===== config.mk =====
export PLATFORM = sky130hd
export DESIGN_NAME = adcsc_ctrl
export DESIGN_NICKNAME = d
export VERILOG_FILES = /design/src/shared/adcsc_pkg.sv /design/src/logic/adcsc_ctrl.sv
export SDC_FILE = /design/constraint.sdc
export NUM_CORES = 1
export LEC_CHECK = 0
export ABC_AREA = 0
export BUFFER_PORTS_ARGS = -buffer_cell sky130_fd_sc_hd__buf_2
export CORE_MARGIN = 3
export CORE_UTILIZATION = 40
export DETAILED_ROUTE_END_ITERATION = 6
export PLACE_DENSITY_LB_ADDON = 0.3
export SLEW_MARGIN = 20
export SYNTH_ARGS = -nofsm -noshare
export SYNTH_HDL_FRONTEND = slang
export SYNTH_SLANG_ARGS = --single-unit

===== constraint.sdc =====
create_clock -name CLK_IN -period 3.2 [get_ports CLK_IN]
set_input_delay 0.16 -clock CLK_IN [delete_from_list [all_inputs] [get_ports CLK_IN]]
set_output_delay 0.16 -clock CLK_IN [all_outputs]
set_load 0.01 [all_outputs]

===== src/shared/adcsc_pkg.sv =====
// constants and types shared by the converter control and readout block
// assumes a single master clock; reset and filter sync arrive as async levels
// Summary of operation
// all logic runs from one master clock
// interface select high parallel, low serial
// one-cycle calibrate pulse starts gain/offset calibration
// reset clears stored offset and gain values
// reset acts asynchronously, without the clock
// reset rising edge discharges modulator integrators
// reset also does everything filter sync does
// chip select sampled as level on clock edge
// bus driven when chip select and read low
// chip select high floats all sixteen bus bits
// serial mode host holds chip select low
// filter sync accepted asynchronously
// filter sync rising edge zeroes sequencer counter
// serial data valid low on sync or reset
// release at first edge sampling low; ready high
// data valid high 8192 cycles after release
// word ready low 64 cycles after that
// read strobe sampled as level on clock edge
// ready falls per word, rises after read
// unread word: ready pulses high two cycles
// sync or reset held keeps sequencer zero
package adcsc_pkg;

  // clock figures: nominal converter master clock and the clock this block sees
  localparam int MCLK_NOM_KHZ = 12500;
  localparam int CLK_MHZ = 250;
  localparam int CLK_PERIOD_PS = 1000000 / CLK_MHZ;

  // output word and filter timing, in master clock cycles
  localparam int WORD_WIDTH = 16;
  localparam int CONV_CYCLES = 64;
  localparam int SETTLE_CYCLES = 8192;
  localparam int READY_HIGH_CYCLES = 2;

  // length of each calibration phase, in master clock cycles
  localparam int CAL_PHASE_CYCLES = 256;

  // reset values
  localparam logic [WORD_WIDTH-1:0] WORD_RST = 16'h0000;

  // calibration sequencer states
  typedef enum logic [1:0] {
    CAL_IDLE = 2'b00,
    CAL_OFFSET = 2'b01,
    CAL_GAIN = 2'b10
  } adcsc_cal_type;

endpackage : adcsc_pkg


===== src/logic/adcsc_ctrl.sv =====
// converter control and readout: calibration sequencer, filter sync/settle
// timing, word-ready and data-valid flags and the parallel read port
// assumes every input except SYS_RST_IN and FILTER_SYNC_IN is synchronous
`timescale 1ns/100ps
`default_nettype none

module adcsc_ctrl #(
  parameter int SETTLE_CYCLES = adcsc_pkg::SETTLE_CYCLES,
  parameter int CONV_CYCLES = adcsc_pkg::CONV_CYCLES,
  parameter int CAL_PHASE_CYCLES = adcsc_pkg::CAL_PHASE_CYCLES
) (
  input wire logic CLK_IN,
  input wire logic SYS_RST_IN,
  input wire logic PARALLEL_SEL_IN,
  input wire logic CAL_START_IN,
  input wire logic FILTER_SYNC_IN,
  input wire logic CHIP_SELECT_N_IN,
  input wire logic READ_STROBE_N_IN,
  input wire logic [adcsc_pkg::WORD_WIDTH-1:0] RAW_WORD_IN,
  input wire logic [adcsc_pkg::WORD_WIDTH-1:0] CAL_OFFSET_IN,
  input wire logic [adcsc_pkg::WORD_WIDTH-1:0] CAL_GAIN_IN,
  output logic [adcsc_pkg::WORD_WIDTH-1:0] PARALLEL_DATA_BUS_OUT,
  output logic PARALLEL_DATA_BUS_OE_OUT,
  output logic WORD_READY_N_OUT,
  output logic SERIAL_DATA_VALID_OUT,
  output logic MOD_DISCHARGE_OUT,
  output logic CAL_BUSY_OUT,
  output logic CALIBRATED_OUT,
  output logic [adcsc_pkg::WORD_WIDTH-1:0] CAL_OFFSET_OUT,
  output logic [adcsc_pkg::WORD_WIDTH-1:0] CAL_GAIN_OUT
);

  localparam int SETTLE_W = $clog2(SETTLE_CYCLES + 1);
  localparam int PH_W = $clog2(CONV_CYCLES);
  localparam int CAL_W = $clog2(CAL_PHASE_CYCLES);
  localparam logic [SETTLE_W-1:0] SETTLE_END = SETTLE_W'(SETTLE_CYCLES);
  localparam logic [PH_W-1:0] PHASE_ZERO = PH_W'(0);
  localparam logic [PH_W-1:0] PHASE_PULSE = PH_W'(CONV_CYCLES - adcsc_pkg::READY_HIGH_CYCLES);
  localparam logic [CAL_W-1:0] CAL_LAST = CAL_W'(CAL_PHASE_CYCLES - 1);

  // the phase counter wraps naturally, so the convolution length must be 2**n
  if (CONV_CYCLES < 4 || (1 << PH_W) != CONV_CYCLES) begin : g_bad_conv
    $error("CONV_CYCLES must be a power of two, at least 4");
  end
  if (SETTLE_CYCLES < CONV_CYCLES || CAL_PHASE_CYCLES < 2) begin : g_bad_time
    $error("SETTLE_CYCLES or CAL_PHASE_CYCLES out of range");
  end
  // the calibration deadline in a_cal_run must stay within a checkable span
  if (CAL_PHASE_CYCLES > 499) begin : g_bad_cal
    $error("CAL_PHASE_CYCLES above 499 not supported");
  end

  // every register below runs on CLK_IN alone; only reset and sync act between edges
  // sync and reset both restart the filter; level-held so the counter stays at zero
  logic filt_rst;
  assign filt_rst = SYS_RST_IN | FILTER_SYNC_IN;

  logic [SETTLE_W-1:0] settle_q;
  logic settled_d;
  logic serial_data_valid_q;
  logic [PH_W-1:0] phase_q;
  logic word_ready_n_q;
  logic sdv_q;
  logic [adcsc_pkg::WORD_WIDTH-1:0] word_q;
  logic rd_act_q;
  logic rd_now;
  logic rd_done;
  logic upd;
  logic mod_dis_q;
  adcsc_pkg::adcsc_cal_type cal_state_q;
  logic [CAL_W-1:0] cal_cnt_q;
  logic calibrated_q;
  logic [adcsc_pkg::WORD_WIDTH-1:0] cal_off_q;
  logic [adcsc_pkg::WORD_WIDTH-1:0] cal_gain_q;

  // read port: both strobes taken as levels at the clock edge only
  assign rd_now = PARALLEL_SEL_IN & ~CHIP_SELECT_N_IN & ~READ_STROBE_N_IN;
  assign rd_done = rd_act_q & ~rd_now;
  assign settled_d = (settle_q == SETTLE_END);
  assign upd = serial_data_valid_q & (phase_q == PHASE_ZERO);

  // modulator integrator discharge: held through reset, dropped at first edge
  always_ff @(posedge CLK_IN or posedge SYS_RST_IN) begin
    if (SYS_RST_IN) begin
      mod_dis_q <= 1'h1;
    end else begin
      mod_dis_q <= 1'h0;
    end
  end

  // settle counter since release; saturates once the filter has settled
  always_ff @(posedge CLK_IN or posedge filt_rst) begin
    if (filt_rst) begin
      settle_q <= '0;
    end else if (!settled_d) begin
      settle_q <= settle_q + SETTLE_W'(1);
    end
  end

  // filter sequencer counter, zeroed and held by sync or reset
  always_ff @(posedge CLK_IN or posedge filt_rst) begin
    if (filt_rst) begin
      phase_q <= PHASE_ZERO;
    end else begin
      phase_q <= phase_q + PH_W'(1);
    end
  end

  // settled flag; set one edge after the counter saturates, sticky until sync or reset
  always_ff @(posedge CLK_IN or posedge filt_rst) begin
    if (filt_rst) begin
      serial_data_valid_q <= 1'h0;
    end else if (settled_d) begin
      serial_data_valid_q <= 1'h1;
    end
  end

  // serial data valid pin only carries the flag in serial mode
  always_ff @(posedge CLK_IN or posedge filt_rst) begin
    if (filt_rst) begin
      sdv_q <= 1'h0;
    end else begin
      sdv_q <= settled_d & ~PARALLEL_SEL_IN;
    end
  end

  // output word register; updates once per convolution after settling
  always_ff @(posedge CLK_IN or posedge filt_rst) begin
    if (filt_rst) begin
      word_q <= adcsc_pkg::WORD_RST;
    end else if (upd) begin
      word_q <= RAW_WORD_IN;
    end
  end

  // word ready: update wins over read completion so no new word is missed
  always_ff @(posedge CLK_IN or posedge filt_rst) begin
    if (filt_rst) begin
      word_ready_n_q <= 1'h1;
    end else if (!PARALLEL_SEL_IN) begin
      word_ready_n_q <= 1'h1;
    end else if (upd) begin
      word_ready_n_q <= 1'h0;
    end else if (rd_done) begin
      word_ready_n_q <= 1'h1;
    end else if (serial_data_valid_q && phase_q == PHASE_PULSE) begin
      word_ready_n_q <= 1'h1;
    end
  end

  // bus enable: follows the sampled strobes; chip select high floats it
  always_ff @(posedge CLK_IN or posedge SYS_RST_IN) begin
    if (SYS_RST_IN) begin
      rd_act_q <= 1'h0;
    end else begin
      rd_act_q <= rd_now;
    end
  end

  // calibration sequencer: offset phase, then gain phase, then stored values
  always_ff @(posedge CLK_IN or posedge SYS_RST_IN) begin
    if (SYS_RST_IN) begin
      cal_state_q <= adcsc_pkg::CAL_IDLE;
      cal_cnt_q <= '0;
    end else begin
      case (cal_state_q)
        adcsc_pkg::CAL_IDLE: begin
          cal_cnt_q <= '0;
          if (CAL_START_IN) begin
            cal_state_q <= adcsc_pkg::CAL_OFFSET;
          end
        end
        adcsc_pkg::CAL_OFFSET: begin
          cal_cnt_q <= cal_cnt_q + CAL_W'(1);
          if (cal_cnt_q == CAL_LAST) begin
            cal_cnt_q <= '0; // explicit restart: the count need not wrap unless 2**n
            cal_state_q <= adcsc_pkg::CAL_GAIN;
          end
        end
        adcsc_pkg::CAL_GAIN: begin
          cal_cnt_q <= cal_cnt_q + CAL_W'(1);
          if (cal_cnt_q == CAL_LAST) begin
            cal_cnt_q <= '0;
            cal_state_q <= adcsc_pkg::CAL_IDLE;
          end
        end
        default: begin
          cal_state_q <= adcsc_pkg::CAL_IDLE;
        end
      endcase
    end
  end

  // stored calibration values; only reset returns to the uncalibrated state
  always_ff @(posedge CLK_IN or posedge SYS_RST_IN) begin
    if (SYS_RST_IN) begin
      cal_off_q <= adcsc_pkg::WORD_RST;
      cal_gain_q <= adcsc_pkg::WORD_RST;
      calibrated_q <= 1'h0;
    end else if (cal_cnt_q == CAL_LAST) begin
      if (cal_state_q == adcsc_pkg::CAL_OFFSET) begin
        cal_off_q <= CAL_OFFSET_IN;
      end
      if (cal_state_q == adcsc_pkg::CAL_GAIN) begin
        cal_gain_q <= CAL_GAIN_IN;
        calibrated_q <= 1'h1;
      end
    end
  end

  // cal status outputs registered so every output leaves a flip-flop
  logic cal_busy_q;
  always_ff @(posedge CLK_IN or posedge SYS_RST_IN) begin
    if (SYS_RST_IN) begin
      cal_busy_q <= 1'h0;
    end else begin
      cal_busy_q <= (cal_state_q != adcsc_pkg::CAL_IDLE) | CAL_START_IN;
    end
  end

  assign PARALLEL_DATA_BUS_OUT = word_q;
  assign PARALLEL_DATA_BUS_OE_OUT = rd_act_q;
  assign WORD_READY_N_OUT = word_ready_n_q;
  assign SERIAL_DATA_VALID_OUT = sdv_q;
  assign MOD_DISCHARGE_OUT = mod_dis_q;
  assign CAL_BUSY_OUT = cal_busy_q;
  assign CALIBRATED_OUT = calibrated_q;
  assign CAL_OFFSET_OUT = cal_off_q;
  assign CAL_GAIN_OUT = cal_gain_q;

  // checking helper: edges since the filter left reset, saturating
  localparam int CAL_MAX = 2 * CAL_PHASE_CYCLES + 2;
  logic [SETTLE_W:0] since_q;
  always_ff @(posedge CLK_IN or posedge filt_rst) begin
    if (filt_rst) begin
      since_q <= '0;
    end else if (!since_q[SETTLE_W]) begin
      since_q <= since_q + (SETTLE_W+1)'(1);
    end
  end

  // a select sampled high lets go of the bus on the next edge
  a_bus_float: assert property (@(posedge CLK_IN) disable iff (SYS_RST_IN)
    CHIP_SELECT_N_IN |=> !PARALLEL_DATA_BUS_OE_OUT)
    else $error("bus driven after chip select sampled high");

  // a read strobe sampled high lets go of the bus as well
  a_read_float: assert property (@(posedge CLK_IN) disable iff (SYS_RST_IN)
    READ_STROBE_N_IN |=> !PARALLEL_DATA_BUS_OE_OUT)
    else $error("bus driven after read strobe sampled high");

  // both strobes sampled low in parallel mode enable the bus one edge later
  a_bus_drive: assert property (@(posedge CLK_IN) disable iff (SYS_RST_IN)
    (PARALLEL_SEL_IN && !CHIP_SELECT_N_IN && !READ_STROBE_N_IN) |=> PARALLEL_DATA_BUS_OE_OUT)
    else $error("bus not driven after read sampled");

  // serial mode keeps the parallel handshake pins quiet
  a_serial_quiet: assert property (@(posedge CLK_IN) disable iff (filt_rst)
    !PARALLEL_SEL_IN |=> (!PARALLEL_DATA_BUS_OE_OUT && WORD_READY_N_OUT))
    else $error("parallel pins active in serial mode");

  // parallel mode keeps the serial valid flag low
  a_serial_valid: assert property (@(posedge CLK_IN) disable iff (filt_rst)
    PARALLEL_SEL_IN |=> !SERIAL_DATA_VALID_OUT)
    else $error("serial valid high in parallel mode");

  // settled flag held against an independent edge counter
  a_serial_data_valid_settle: assert property (@(posedge CLK_IN) disable iff (filt_rst)
    serial_data_valid_q == (since_q > (SETTLE_W+1)'(SETTLE_CYCLES)))
    else $error("data valid not exactly settle time after release");

  // every fall of word ready sits on a convolution boundary
  a_first_word: assert property (@(posedge CLK_IN) disable iff (filt_rst)
    $fell(WORD_READY_N_OUT) |-> (serial_data_valid_q && phase_q == PH_W'(1)))
    else $error("word ready fell off the convolution boundary");

  // each update loads the word presented at that edge
  a_word_load: assert property (@(posedge CLK_IN) disable iff (filt_rst)
    upd |=> PARALLEL_DATA_BUS_OUT == $past(RAW_WORD_IN))
    else $error("output word not loaded at update");

  // unread word: two high cycles, then the next update
  a_ready_pulse: assert property (@(posedge CLK_IN) disable iff (filt_rst)
    (PARALLEL_SEL_IN && serial_data_valid_q && phase_q == PHASE_PULSE) ##1 PARALLEL_SEL_IN[*2]
    |-> ##0 (WORD_READY_N_OUT && $past(WORD_READY_N_OUT)) ##1 !WORD_READY_N_OUT)
    else $error("word ready pulse before update wrong");

  // a finished read lifts word ready unless an update lands on the same edge
  a_read_done: assert property (@(posedge CLK_IN) disable iff (filt_rst)
    (rd_done && !upd && PARALLEL_SEL_IN) |=> WORD_READY_N_OUT)
    else $error("word ready not raised after read");

  // first edge after release starts the sequencer from zero
  a_sync_zero: assert property (@(posedge CLK_IN) disable iff (filt_rst)
    since_q == (SETTLE_W+1)'(1) |-> (phase_q == PH_W'(1) && !SERIAL_DATA_VALID_OUT))
    else $error("sequencer not restarted from zero");

  // held sync or reset keeps the sequencer at zero and word ready high
  a_sync_hold: assert property (@(posedge CLK_IN)
    filt_rst ##1 filt_rst |-> (phase_q == PHASE_ZERO && WORD_READY_N_OUT))
    else $error("sequencer moved while sync or reset held");

  // sync or reset drops the serial valid flag at once
  a_valid_drop: assert property (@(posedge CLK_IN)
    filt_rst ##1 filt_rst |-> !SERIAL_DATA_VALID_OUT)
    else $error("serial valid high during sync or reset");

  // release leaves word ready high and data not yet valid
  a_release_ready: assert property (@(posedge CLK_IN) disable iff (filt_rst)
    $fell(filt_rst) |-> WORD_READY_N_OUT ##1 (WORD_READY_N_OUT && !SERIAL_DATA_VALID_OUT))
    else $error("word ready not high after release");

  // a one-cycle start runs both phases to the calibrated state
  a_cal_run: assert property (@(posedge CLK_IN) disable iff (SYS_RST_IN)
    (CAL_START_IN && cal_state_q == adcsc_pkg::CAL_IDLE)
    |=> CAL_BUSY_OUT ##[1:CAL_MAX] CALIBRATED_OUT)
    else $error("calibration did not complete in time");

  // held reset keeps the stored values cleared
  a_cal_clear: assert property (@(posedge CLK_IN)
    SYS_RST_IN ##1 SYS_RST_IN |-> (!CALIBRATED_OUT && CAL_OFFSET_OUT == adcsc_pkg::WORD_RST
      && CAL_GAIN_OUT == adcsc_pkg::WORD_RST))
    else $error("calibration values not cleared by reset");

  // only reset can return the block to the uncalibrated state
  a_cal_keep: assert property (@(posedge CLK_IN) disable iff (SYS_RST_IN)
    CALIBRATED_OUT |=> CALIBRATED_OUT)
    else $error("calibrated state lost without reset");

  // held reset keeps the integrators shorted
  a_mod_hold: assert property (@(posedge CLK_IN)
    SYS_RST_IN ##1 SYS_RST_IN |-> MOD_DISCHARGE_OUT)
    else $error("modulator discharge dropped during reset");

  // discharge ends at the first edge after release
  a_mod_clear: assert property (@(posedge CLK_IN)
    $fell(SYS_RST_IN) |-> MOD_DISCHARGE_OUT ##1 !MOD_DISCHARGE_OUT)
    else $error("modulator discharge not released at first edge");

  c_read: cover property (@(posedge CLK_IN) disable iff (SYS_RST_IN) rd_done);
  c_cal: cover property (@(posedge CLK_IN) disable iff (SYS_RST_IN) $rose(CALIBRATED_OUT));
  c_serial_data_valid: cover property (@(posedge CLK_IN) disable iff (filt_rst) $rose(SERIAL_DATA_VALID_OUT));
  c_pulse: cover property (@(posedge CLK_IN) disable iff (filt_rst)
    $rose(WORD_READY_N_OUT) ##2 $fell(WORD_READY_N_OUT));
  c_release: cover property (@(posedge CLK_IN) $fell(filt_rst));

endmodule : adcsc_ctrl

`default_nettype wire


==> summary.md, run 1 <==
| Metric | Value |
|---|---|
| Met3 WL | 477 um |
| Via count | 2474 |
| WP data required | 3.44 ns |
| R2R setup slack | 1.46 ns |
| Synth Warn # | 0 |
| Core Rows | 34 |
| Met1 Routed Length | 3.100 mm |
| Total grt overflow | 0 |
| Final period util | 0.5441 |
| Reg clk slew, reported paths | 0.09 ns |
| Critical Path End Type | flip-flop |
| Hold Crit Depth | 2 |
| Most used flip-flop cell after synthesis | dfrtp_1 |
| Antenna Cells | 0 |
| Minimum clock period | 1.741 ns |
| Hold path endpoint | CAL_OFFSET_OUT[3] |
| Worst-margin pin slew | 0.7933 ns |
| Worst vdd ir | 0.0003497 V |
| Routed WL | 7.160 mm |
| PD cells | 469.7 nW/um^2 |
| Sequential fraction of the synthesis area | 0.5723 |
| CTS tree | yes |
| DP Wirelength | 5.222 mm |
| Max Fclk | 574.4 MHz |
| Gr usage total | 0.1396 |
| Die Y | 102.5 um |
| Critical R2R Launch | settle_q[0] |
| Clk_skew | 0.01091 ns |
| Crit path arrival time | 1.98 ns |
| DRT antenna net count | 0 |
| FF+latch count, synth | 85 |
| CP peak stage delay | 0.43 ns |
| DR pass1 iterations | 4 |
| Initial antenna violation count | 0 |
| Hold WC Path Type | in2reg |
| Final hold slack | 0.02969 ns |
| Fill cells | 755 |
| CP Launch Type | flip-flop |
| Maxcap violations | 0 |
| Via-per-instance ratio | 4.918 |
| Initial DRC count | 46 |
| Syn_area_per_cell | 13.94 um^2 |
| Final setup vio count | 0 |
| Worst-path fanout max | 5 |
| Synth Cell Area | 3721 um^2 |
| Placer Congestion | 0.7930 |
| TNS Setup | 0 ns |
| Syn_nets | 333 |
| Critical path class | reg2reg |
| Initial Utilization | 0.4185 |
| Reg2reg path depth | 5 |
| Layout cells sized above 1 | 0.4658 |
| Post-cts resize count | 0 |
| Core ar. | 8891 um^2 |
| Met2 Routed Length | 3.562 mm |
| CTS Buf Count | 9 |
| LEAKAGE | 2.377 nW |
| Area grow syn2layout | 26.40% |
| RSZ-0062 raised after global routing | no |
| Clock latency on the worst-skew pair | 0.35 ns |
| Die ar. | 10500 um^2 |
| FF-to-FF End | settle_q[1] |
| Max layer used | met4 |
| Vias in the first global route | 2429 |
| DRC | 0 |
| Largest net degree at the start of global routing | 47 |
| DR WL/cell | 14.23 um |
| Cells after Synth | 267 |
| First-pass GRT wire length | 11.54 mm |
| Worst-path cell chain | inv_1 > ha_1 > nor4b_1 > nand4_1 > mux2_2 |
| Slew headroom | 0.4705 |
| Die W | 102.5 um |
| Net count, final | 456 |
| Unique masters post-synth | 39 |
| EDFF count, synth | 0 |
| Min-delay src | CAL_OFFSET_IN[3] |
| Hold Fails Final Rpt | 0 |
| Final Slew Violations | 0 |
| I/O Pins | 109 |
| CTS Root Cell | clkbuf_8 |
| Async SR Flop Fraction | 1.000 |
| Htree depth | 3 |
| Slowest CP cell | dfrtp_1 |
| CTS Buffer Depth | 2 |
| PortBufs | 108 |
| Outcome | complete, no violations |
| Clk sinks | 85 |
cell type report:
type	instances	area, um^2	share of cell area
tap	108	135.1	0.02873
timing repair buffer	115	620.6	0.1319
multi-input combinational	166	1516	0.3224
clock buffer	9	123.9	0.02634
clock inverter	7	127.6	0.02713
sequential	85	2130	0.4528
inverter	13	50.05	0.01064
metrics by stage:
step | utilization | instances | setup slack, ns | cell area (um^2) | power [mW]
floorplan | - | 267 | 0.8676 | 3721 | 1.212
finish | 0.5290 | 503 | 1.459 | 4703 | 2.209
CTS | 0.5232 | 499 | 1.455 | 4652 | 2.236
detailed placement | 0.4916 | 480 | 1.469 | 4370 | 1.293
global route | 0.5290 | 503 | 1.385 | 4703 | 2.309
global placement | 0.4916 | 480 | 1.516 | 4370 | 1.289
kinds of logic after synthesis:
group           after synthesis  share of synthesized area
mux                          49                     0.1765
compound gates               19                    0.03295
simple gates                 68                     0.1157
buf+inv                      16                    0.02219
xor+xnor                     18                    0.04237
flops                        85                     0.5723
other cells                   1                   0.001008
fa+ha+maj                    11                    0.03699
placed cells by master (no fill, tap or decap), types with 5 or more instances in the layout:
cell type      netlist  layout
buf_2                0     108
dfrtp_1             83      83
mux2_4              28      28
mux2_2              21      21
inv_1               13      12
nand3_1             11      11
ha_1                11      11
xnor2_1              9       9
xor2_1               9       9
nand2_1              9       9
clkbuf_8             0       9
nor2_1               9       8
nor3_1               7       7
o21ai_0              7       7
dlygate4sd3_1        0       6
nand4_1              5       5
nand2b_1             5       5
how the worst max path moves through the flow:
stage | startpoint | to | cells after the start
finish | settle_q[0] | settle_q[1] | 5
detailed placement | settle_q[0] | settle_q[1] | 5
global placement | cal_cnt_q[0] | CAL_GAIN_OUT[10] | 4
CTS | settle_q[0] | settle_q[1] | 5
floorplan | SYS_RST_IN | PARALLEL_DATA_BUS_OUT[0] | 1
global route | cal_cnt_q[0] | CAL_GAIN_OUT[3] | 4
cell usage after synthesis (all sizes together), types with 2 or more instances:
cell type  count  share of area
buf            3         0.0091
mux2          49           0.18
nand2          9         0.0091
nor4b          3          0.011
nor3           7         0.0094
nor2           9         0.0091
ha            11          0.037
or3            2         0.0034
xor2           9          0.021
o21ai          7         0.0094
xnor2          9          0.021
dfstp          2          0.014
inv           13          0.013
dfrtp         83           0.56
and3           4         0.0071
nand4          5         0.0084
nand2b         5         0.0084
a22oi          2         0.0040
nand3         13          0.024
nor2b          4         0.0067
a21oi          3         0.0040
nand4b         2         0.0047
worst max-delay path, delay by kind of cell, from the launching register on:
kind,cells,cell delay [ns]
adders and majority gates,1,0.16
and+or+nand+nor,2,0.59
muxes,1,0.35
DFF,1,0.43
buffers and inverters,1,0.11
flip-flops by register name, indices dropped and copies added, names as in the netlist, 2 cells and up:
register,cells
CAL_GAIN_OUT,16
CAL_OFFSET_OUT,16
PARALLEL_DATA_BUS_OUT,16
settle_q,14
cal_cnt_q,8
phase_q,6
cal_state_q,2
power by group:
group / switching [mW] / internal, mW
clock network: 0.402 / 0.531
registers: 0.0161 / 1.11
logic: 0.0696 / 0.0848
routing by layer:
metal,track usage,vias to the layer above
li1,-,1183
met1,0.1812,1206
met2,0.2349,82
met3,0.04710,3
met4,0.01615,0
met5,0,-
timing repair:
item | CTS | global route
setup buffers | 0 | 0
hold endpoints to repair | 2 | 12
hold buffers | 3 | 3
(Power assumes the default switching activity.)
==> run 2: changes to the inputs <==
Settings changed: ABC_AREA 0 to 1.
Clock period 3.2 ns to 1.7 ns, I/O delays scaled along.
==> run 2 against run 1 <==
Net effect: clock power up 73%; maximum frequency is 13% higher; cell area up 11%; register-to-register slack got worse by 1.3 ns; critical path depth grew 3; cell count up 42%; synthesized area up 1.5%.
==> summary.md, run 2 <==
| Metric | Value |
|---|---|
| WP depth | 8 |
| Slowest CP cell | dfrtp_1 |
| Tot Pwr | 4.411 mW |
| Via count | 3252 |
| Routed WL | 8.730 mm |
| Worst vdd ir | 0.0003496 V |
| Core Rows | 34 |
| Die ar. | 10640 um^2 |
| Slew headroom | 0.5637 |
| Clock latency on the worst-skew pair | 0.35 ns |
| Pre-CTS setup slack | 0.1377 ns |
| DRC | 0 |
| DRT antenna net count | 0 |
| Outcome | complete, no violations |
| Gr usage total | 0.1716 |
| Async SR Flop Fraction | 1.000 |
| FF+latch count, synth | 85 |
| Area grow syn2layout | 38.30% |
| FF-to-FF End | CAL_GAIN_OUT[7] |
| Via-per-instance ratio | 4.561 |
| Hold Crit Depth | 7 |
| PortBufs | 108 |
| Post-synth top area share | 0.5500 |
| Initial Utilization | 0.4227 |
| PD cells | 844.6 nW/um^2 |
| Critical path's top delay family | simple AND/OR/NAND/NOR gates |
| RSZ-0062 raised after global routing | no |
| Clk sinks | 85 |
| Max Fclk | 648.6 MHz |
| WP data required | 1.93 ns |
| CTS Buf Count | 9 |
| Die W | 103.2 um |
| Synth area leaders | dfrtp_1 55%, nand2_1 15%, inv_1 5.1% |
| Hold WC Path Type | in2reg |
| Final Slew Violations | 0 |
| Unique masters post-synth | 29 |
| Worst-margin pin slew | 0.6535 ns |
| DR pass1 iterations | 4 |
| Core ar. | 8934 um^2 |
| Most used cell, CP | nand2_1 |
| DP Wirelength | 5.787 mm |
| Critical Path End Type | flip-flop |
| First-pass GRT wire length | 14.68 mm |
| Cells after Synth | 430 |
| Largest area contributor in the netlist | dfrtp_1 |
| Most used flip-flop cell after synthesis | dfrtp_1 |
| Post-synth top cells | 154 x nand2_1, 83 x dfrtp_1, 51 x inv_1, 25 x nor2_1, 24 x o21ai_0 |
| Final period util | 0.9069 |
| Critical path class | reg2reg |
| Minimum clock period | 1.542 ns |
| TNS Setup | 0 ns |
| Initial antenna violation count | 0 |
| Clk_skew | 0.01472 ns |
| Hold path endpoint | WORD_READY_N_OUT |
| Min-delay src | READ_STROBE_N_IN |
| CP peak stage delay | 0.40 ns |
| Layout cells sized above 1 | 0.2380 |
| CTS tree | yes |
| CTS Buffer Depth | 2 |
| Critical R2R Launch | cal_cnt_q[0] |
| Syn_nets | 496 |
| Setup Fix Bufs, Post-CTS | 0 |
| CP Launch Type | flip-flop |
| Commonest cells after routing, fill and taps aside | 154 x nand2_1, 108 x buf_2, 83 x dfrtp_1 |
| Reg2reg path depth | 8 |
| Synth Cell Area | 3776 um^2 |
| Maxcap violations | 0 |
| Final setup vio count | 0 |
| Commonest non-fill, non-tap cell in the layout | nand2_1 |
| CTS Root Cell | clkbuf_8 |
| Total grt overflow | 0 |
| Htree depth | 3 |
| Syn_area_per_cell | 8.782 um^2 |
| Placer Congestion | 0.8490 |
| Crit path arrival time | 1.77 ns |
| Largest net degree at the start of global routing | 34 |
| Synth Warn # | 0 |
| R2R setup slack | 0.16 ns |
| Worst-path fanout max | 18 |
| Vias in the first global route | 3266 |
| Final core occ | 0.5846 |
| I/O Pins | 109 |
| Antenna Cells | 0 |
| Worst setup margin | 0.1582 ns |
| Net count, final | 666 |
| Reg clk slew, reported paths | 0.10 ns |
| EDFF count, synth | 0 |
| Top-count cell post-synth | nand2_1 |
| LEAKAGE | 2.552 nW |
| Initial DRC count | 105 |
| Buf/Inv on CP | 2 |
| Sequential fraction of the synthesis area | 0.5639 |
| Worst-path cell chain | ha_1 > inv_1 > nor2_2 > nand2_4 > nor2_8 > inv_4 > nand2_1 > nand2_1 |
| DR WL/cell | 12.24 um |
| Die Y | 103.2 um |
| Hold Fails Final Rpt | 0 |
==> run 2: changes by cell type in the layout (fill, tap and decap cells not counted), moves of 15 or more <==
cell           change
dlygate4sd3_1     +48
nor2_1            +15
mux2_2            -21
nand2_1          +145
o21ai_0           +17
inv_1             +38
mux2_4            -28
==> run 2: routing by layer <==
| metal | wire [um] | global-route usage | vias to the layer above |
|---|---|---|---|
| met5 | 0 | 0 | - |
| met4 | 112 | 0.06175 | 0 |
| met3 | 430 | 0.03383 | 12 |
| li1 | - | - | 1666 |
| met1 | 3899 | 0.2136 | 1499 |
| met2 | 4288 | 0.2960 | 75 |
==> run 2: through the flow <==
step / instance area (um^2) / hold WS (ns) / instances
after global placement: 4453 / 0.1988 / 643
final: 5223 / 0.1382 / 713
after floorplan: 3779 / 0.1285 / 430
after global routing: 5223 / 0.1617 / 713
after detailed placement: 4453 / 0.2087 / 643
after CTS: 5230 / 0.1258 / 714
==> run 2: worst max path at each step <==
stage                         from          endpoint  slack [ns]
finish                cal_cnt_q[0]   CAL_GAIN_OUT[7]        0.16
global route          cal_cnt_q[0]   CAL_GAIN_OUT[3]       0.007
CTS                 cal_state_q[0]      cal_cnt_q[5]        0.10
detailed placement  cal_state_q[0]      cal_cnt_q[7]        0.14
global placement      cal_cnt_q[0]  CAL_GAIN_OUT[14]        0.22
floorplan           cal_state_q[0]      cal_cnt_q[7]        0.34
==> run 2: tightest hold or removal path, stage by stage <==
cell,delay (ns)
buf_2,0.10
inv_1,0.04
nand2_1,0.06
nand2_1,0.06
nand3b_1,0.06
nand2_1,0.06
nand2_1,0.04
==> run 2: cell families (layout without fill, tap and decap cells) <==
kind of cell / Yosys count / count (layout) / synth area share
compound gates: 38 / 38 / 0.05136
buf+inv: 62 / 237 / 0.07024
other cells: 1 / 1 / 0.0009931
fa+ha+maj: 11 / 11 / 0.03645
xor+xnor: 14 / 14 / 0.03247
simple gates: 219 / 219 / 0.2445
flops: 85 / 85 / 0.5639
==> run 2: timing repair <==
action,4_1_cts,5_1_grt
resized for setup,0,1
endpoints found under the setup margin,0,10
hold buffers,55,0
endpoints found under the hold margin,93,0
==> run 2: final cells by class <==
type | instances | area (um^2)
fillers | 786 | 3711
clock inverters | 7 | 102.6
flip-flops and latches | 85 | 2130
repair buffers | 168 | 1139
inverters | 53 | 201.4
multi-input cells | 283 | 1391
clock buffers | 9 | 123.9
well taps | 108 | 135.1
==> run 2: power breakdown <==
group | total (mW) | internal (mW) | switching, mW
Clock | 1.61 | 0.846 | 0.764
Sequential | 2.13 | 2.08 | 0.0500
Combinational | 0.672 | 0.267 | 0.405
Total | 4.41 | 3.19 | 1.22
==> run 3: changes to the inputs <==
Settings changed: CELL_PAD_IN_SITES_DETAIL_PLACEMENT set to 0, CELL_PAD_IN_SITES_GLOBAL_PLACEMENT set to 1, CORE_UTILIZATION 40 to 38.
==> run 3 against run 2 <==
Net effect: die area up 5.0%; critical path depth did not move; combinational power is essentially flat; power rose by 3.0%; non-clock buffer count is 2 higher; global-route usage is 1.6 points lower; largest power group unchanged.
==> summary.md, run 3 (same netlist as run 2, synthesis figures left out) <==
| Metric | Value |
|---|---|
| Outcome | complete, no violations |
| Final period util | 0.8816 |
| Core ar. | 9459 um^2 |
| Via-per-instance ratio | 4.391 |
| Area grow syn2layout | 39.60% |
| PortBufs | 108 |
| Largest net degree at the start of global routing | 47 |
| First-pass GRT wire length | 14.36 mm |
| Htree depth | 3 |
| Antenna Cells | 0 |
| Hold WC Path Type | in2reg |
| CTS Buffer Depth | 2 |
| Initial antenna violation count | 0 |
| DP Wirelength | 5.571 mm |
| DRC | 0 |
| Post-cts resize count | 0 |
| Worst vdd ir | 0.0004299 V |
| Layout cells sized above 1 | 0.2372 |
| Total grt overflow | 0 |
| Maxcap violations | 0 |
| Pre-CTS setup slack | 0.1422 ns |
| DR pass1 iterations | 4 |
| Final setup vio count | 0 |
| Reg clk slew, reported paths | 0.09 ns |
| Minimum clock period | 1.499 ns |
| Placer Congestion | 0.7852 |
| DR WL/cell | 11.42 um |
| Slew headroom | 0.6044 |
| Commonest cells after routing, fill and taps aside | 154 x nand2_1, 108 x buf_2, 83 x dfrtp_1 |
| Fill cells | 846 |
| WP data required | 1.98 ns |
| Die Y | 105.7 um |
| PD cells | 862.0 nW/um^2 |
| Core Rows | 35 |
| Crit path arrival time | 1.78 ns |
| CTS Root Cell | clkbuf_8 |
| Routed WL | 8.402 mm |
| Initial DRC count | 123 |
| CTS tree | yes |
| RSZ-0062 raised after global routing | no |
| Gr usage total | 0.1556 |
| Max Fclk | 667.3 MHz |
| Hold Fails Final Rpt | 0 |
| CP Launch Type | flip-flop |
| LEAKAGE | 2.573 nW |
| TNS Setup | 0 ns |
| Worst-margin pin slew | 0.5934 ns |
| Net count, final | 668 |
| Final hold slack | 0.1705 ns |
| Die W | 105.7 um |
| Via count | 3232 |
| Clock latency on the worst-skew pair | 0.35 ns |
| Critical path class | reg2reg |
| CTS Buf Count | 9 |
| Vias in the first global route | 3175 |
| Die ar. | 11170 um^2 |
| Clk_skew | 0.01185 ns |
| Commonest non-fill, non-tap cell in the layout | nand2_1 |
| DRT antenna net count | 0 |
| Clk sinks | 85 |
| I/O Pins | 109 |
| Placement-stage cell area | 4467 um^2 |
| Initial Utilization | 0.3992 |
| Final Slew Violations | 0 |
| Worst-path fanout max | 5 |
| Post-route cell area | 5271 um^2 |
| Tot Pwr | 4.544 mW |
| Worst setup margin | 0.2013 ns |
| Critical Path End Type | flip-flop |
-- run 3: metrics by stage --
stage | utilization | cells
5_1_grt | 0.5573 | 736
4_1_cts | 0.5557 | 734
2_1_floorplan | - | 430
6_report | 0.5573 | 736
3_3_place_gp | 0.4722 | 664
3_5_place_dp | 0.4722 | 664
-- run 3: critical path, stage by stage, from the launching register on --
cell and delay [ns]:
dfrtp_1 0.42, ha_1 0.27, inv_1 0.09, nand2_1 0.05, nor2_1 0.28, nand4_1 0.14
nand2_1 0.08, inv_1 0.03, nor2_1 0.07
-- run 3: where the power goes --
| group | internal, mW | switching, mW | total, mW | leakage [nW] |
|---|---|---|---|---|
| registers | 2.08 | 0.0472 | 2.13 | 0.921 |
| clock network | 1.02 | 0.720 | 1.74 | 0.124 |
| logic | 0.272 | 0.404 | 0.675 | 1.53 |
-- run 3: final timing paths --
| check | cells after the start | slack, ns | to | start |
|---|---|---|---|---|
| setup / recovery | 8 | 0.20 | cal_cnt_q[7] | cal_state_q[0] |
| hold / removal | 7 | 0.17 | WORD_READY_N_OUT | READ_STROBE_N_IN |
| setup reg to reg | 8 | 0.20 | cal_cnt_q[7] | cal_state_q[0] |
| hold reg to reg | 2 | 0.47 | CAL_GAIN_OUT[0] | CAL_GAIN_OUT[0] |
| max in group asynchronous | 5 | 0.34 | WORD_READY_N_OUT | SYS_RST_IN |
| min in group asynchronous | 4 | 0.45 | PARALLEL_DATA_BUS_OUT[14] | FILTER_SYNC_IN |
-- run 3: per-layer routing --
| metal | global-route usage | vias to the layer above | routed length [um] |
|---|---|---|---|
| li1 | - | 1667 | - |
| met1 | 0.1964 | 1469 | 3944 |
| met2 | 0.2618 | 84 | 3916 |
| met3 | 0.04287 | 12 | 444 |
| met4 | 0.04440 | 0 | 97 |
| met5 | 0 | - | 0 |
-- run 3: area by class of cell --
class	count	area [um^2]	area share
clock inverters	5	107.6	0.02041
inverters	53	201.4	0.03821
multi-input cells	283	1389	0.2635
clock buffers	11	141.4	0.02682
well taps	129	161.4	0.03062
flip-flops and latches	85	2130	0.4040
repair buffers	170	1141	0.2165
-- run 3: timing repair --
| item | 4_1_cts | 5_1_grt |
|---|---|---|
| hold endpoints to repair | 135 | 0 |
| setup endpoints to repair | 0 | 1 |
| hold buffers | 54 | 0 |
| setup buffers | 0 | 2 |
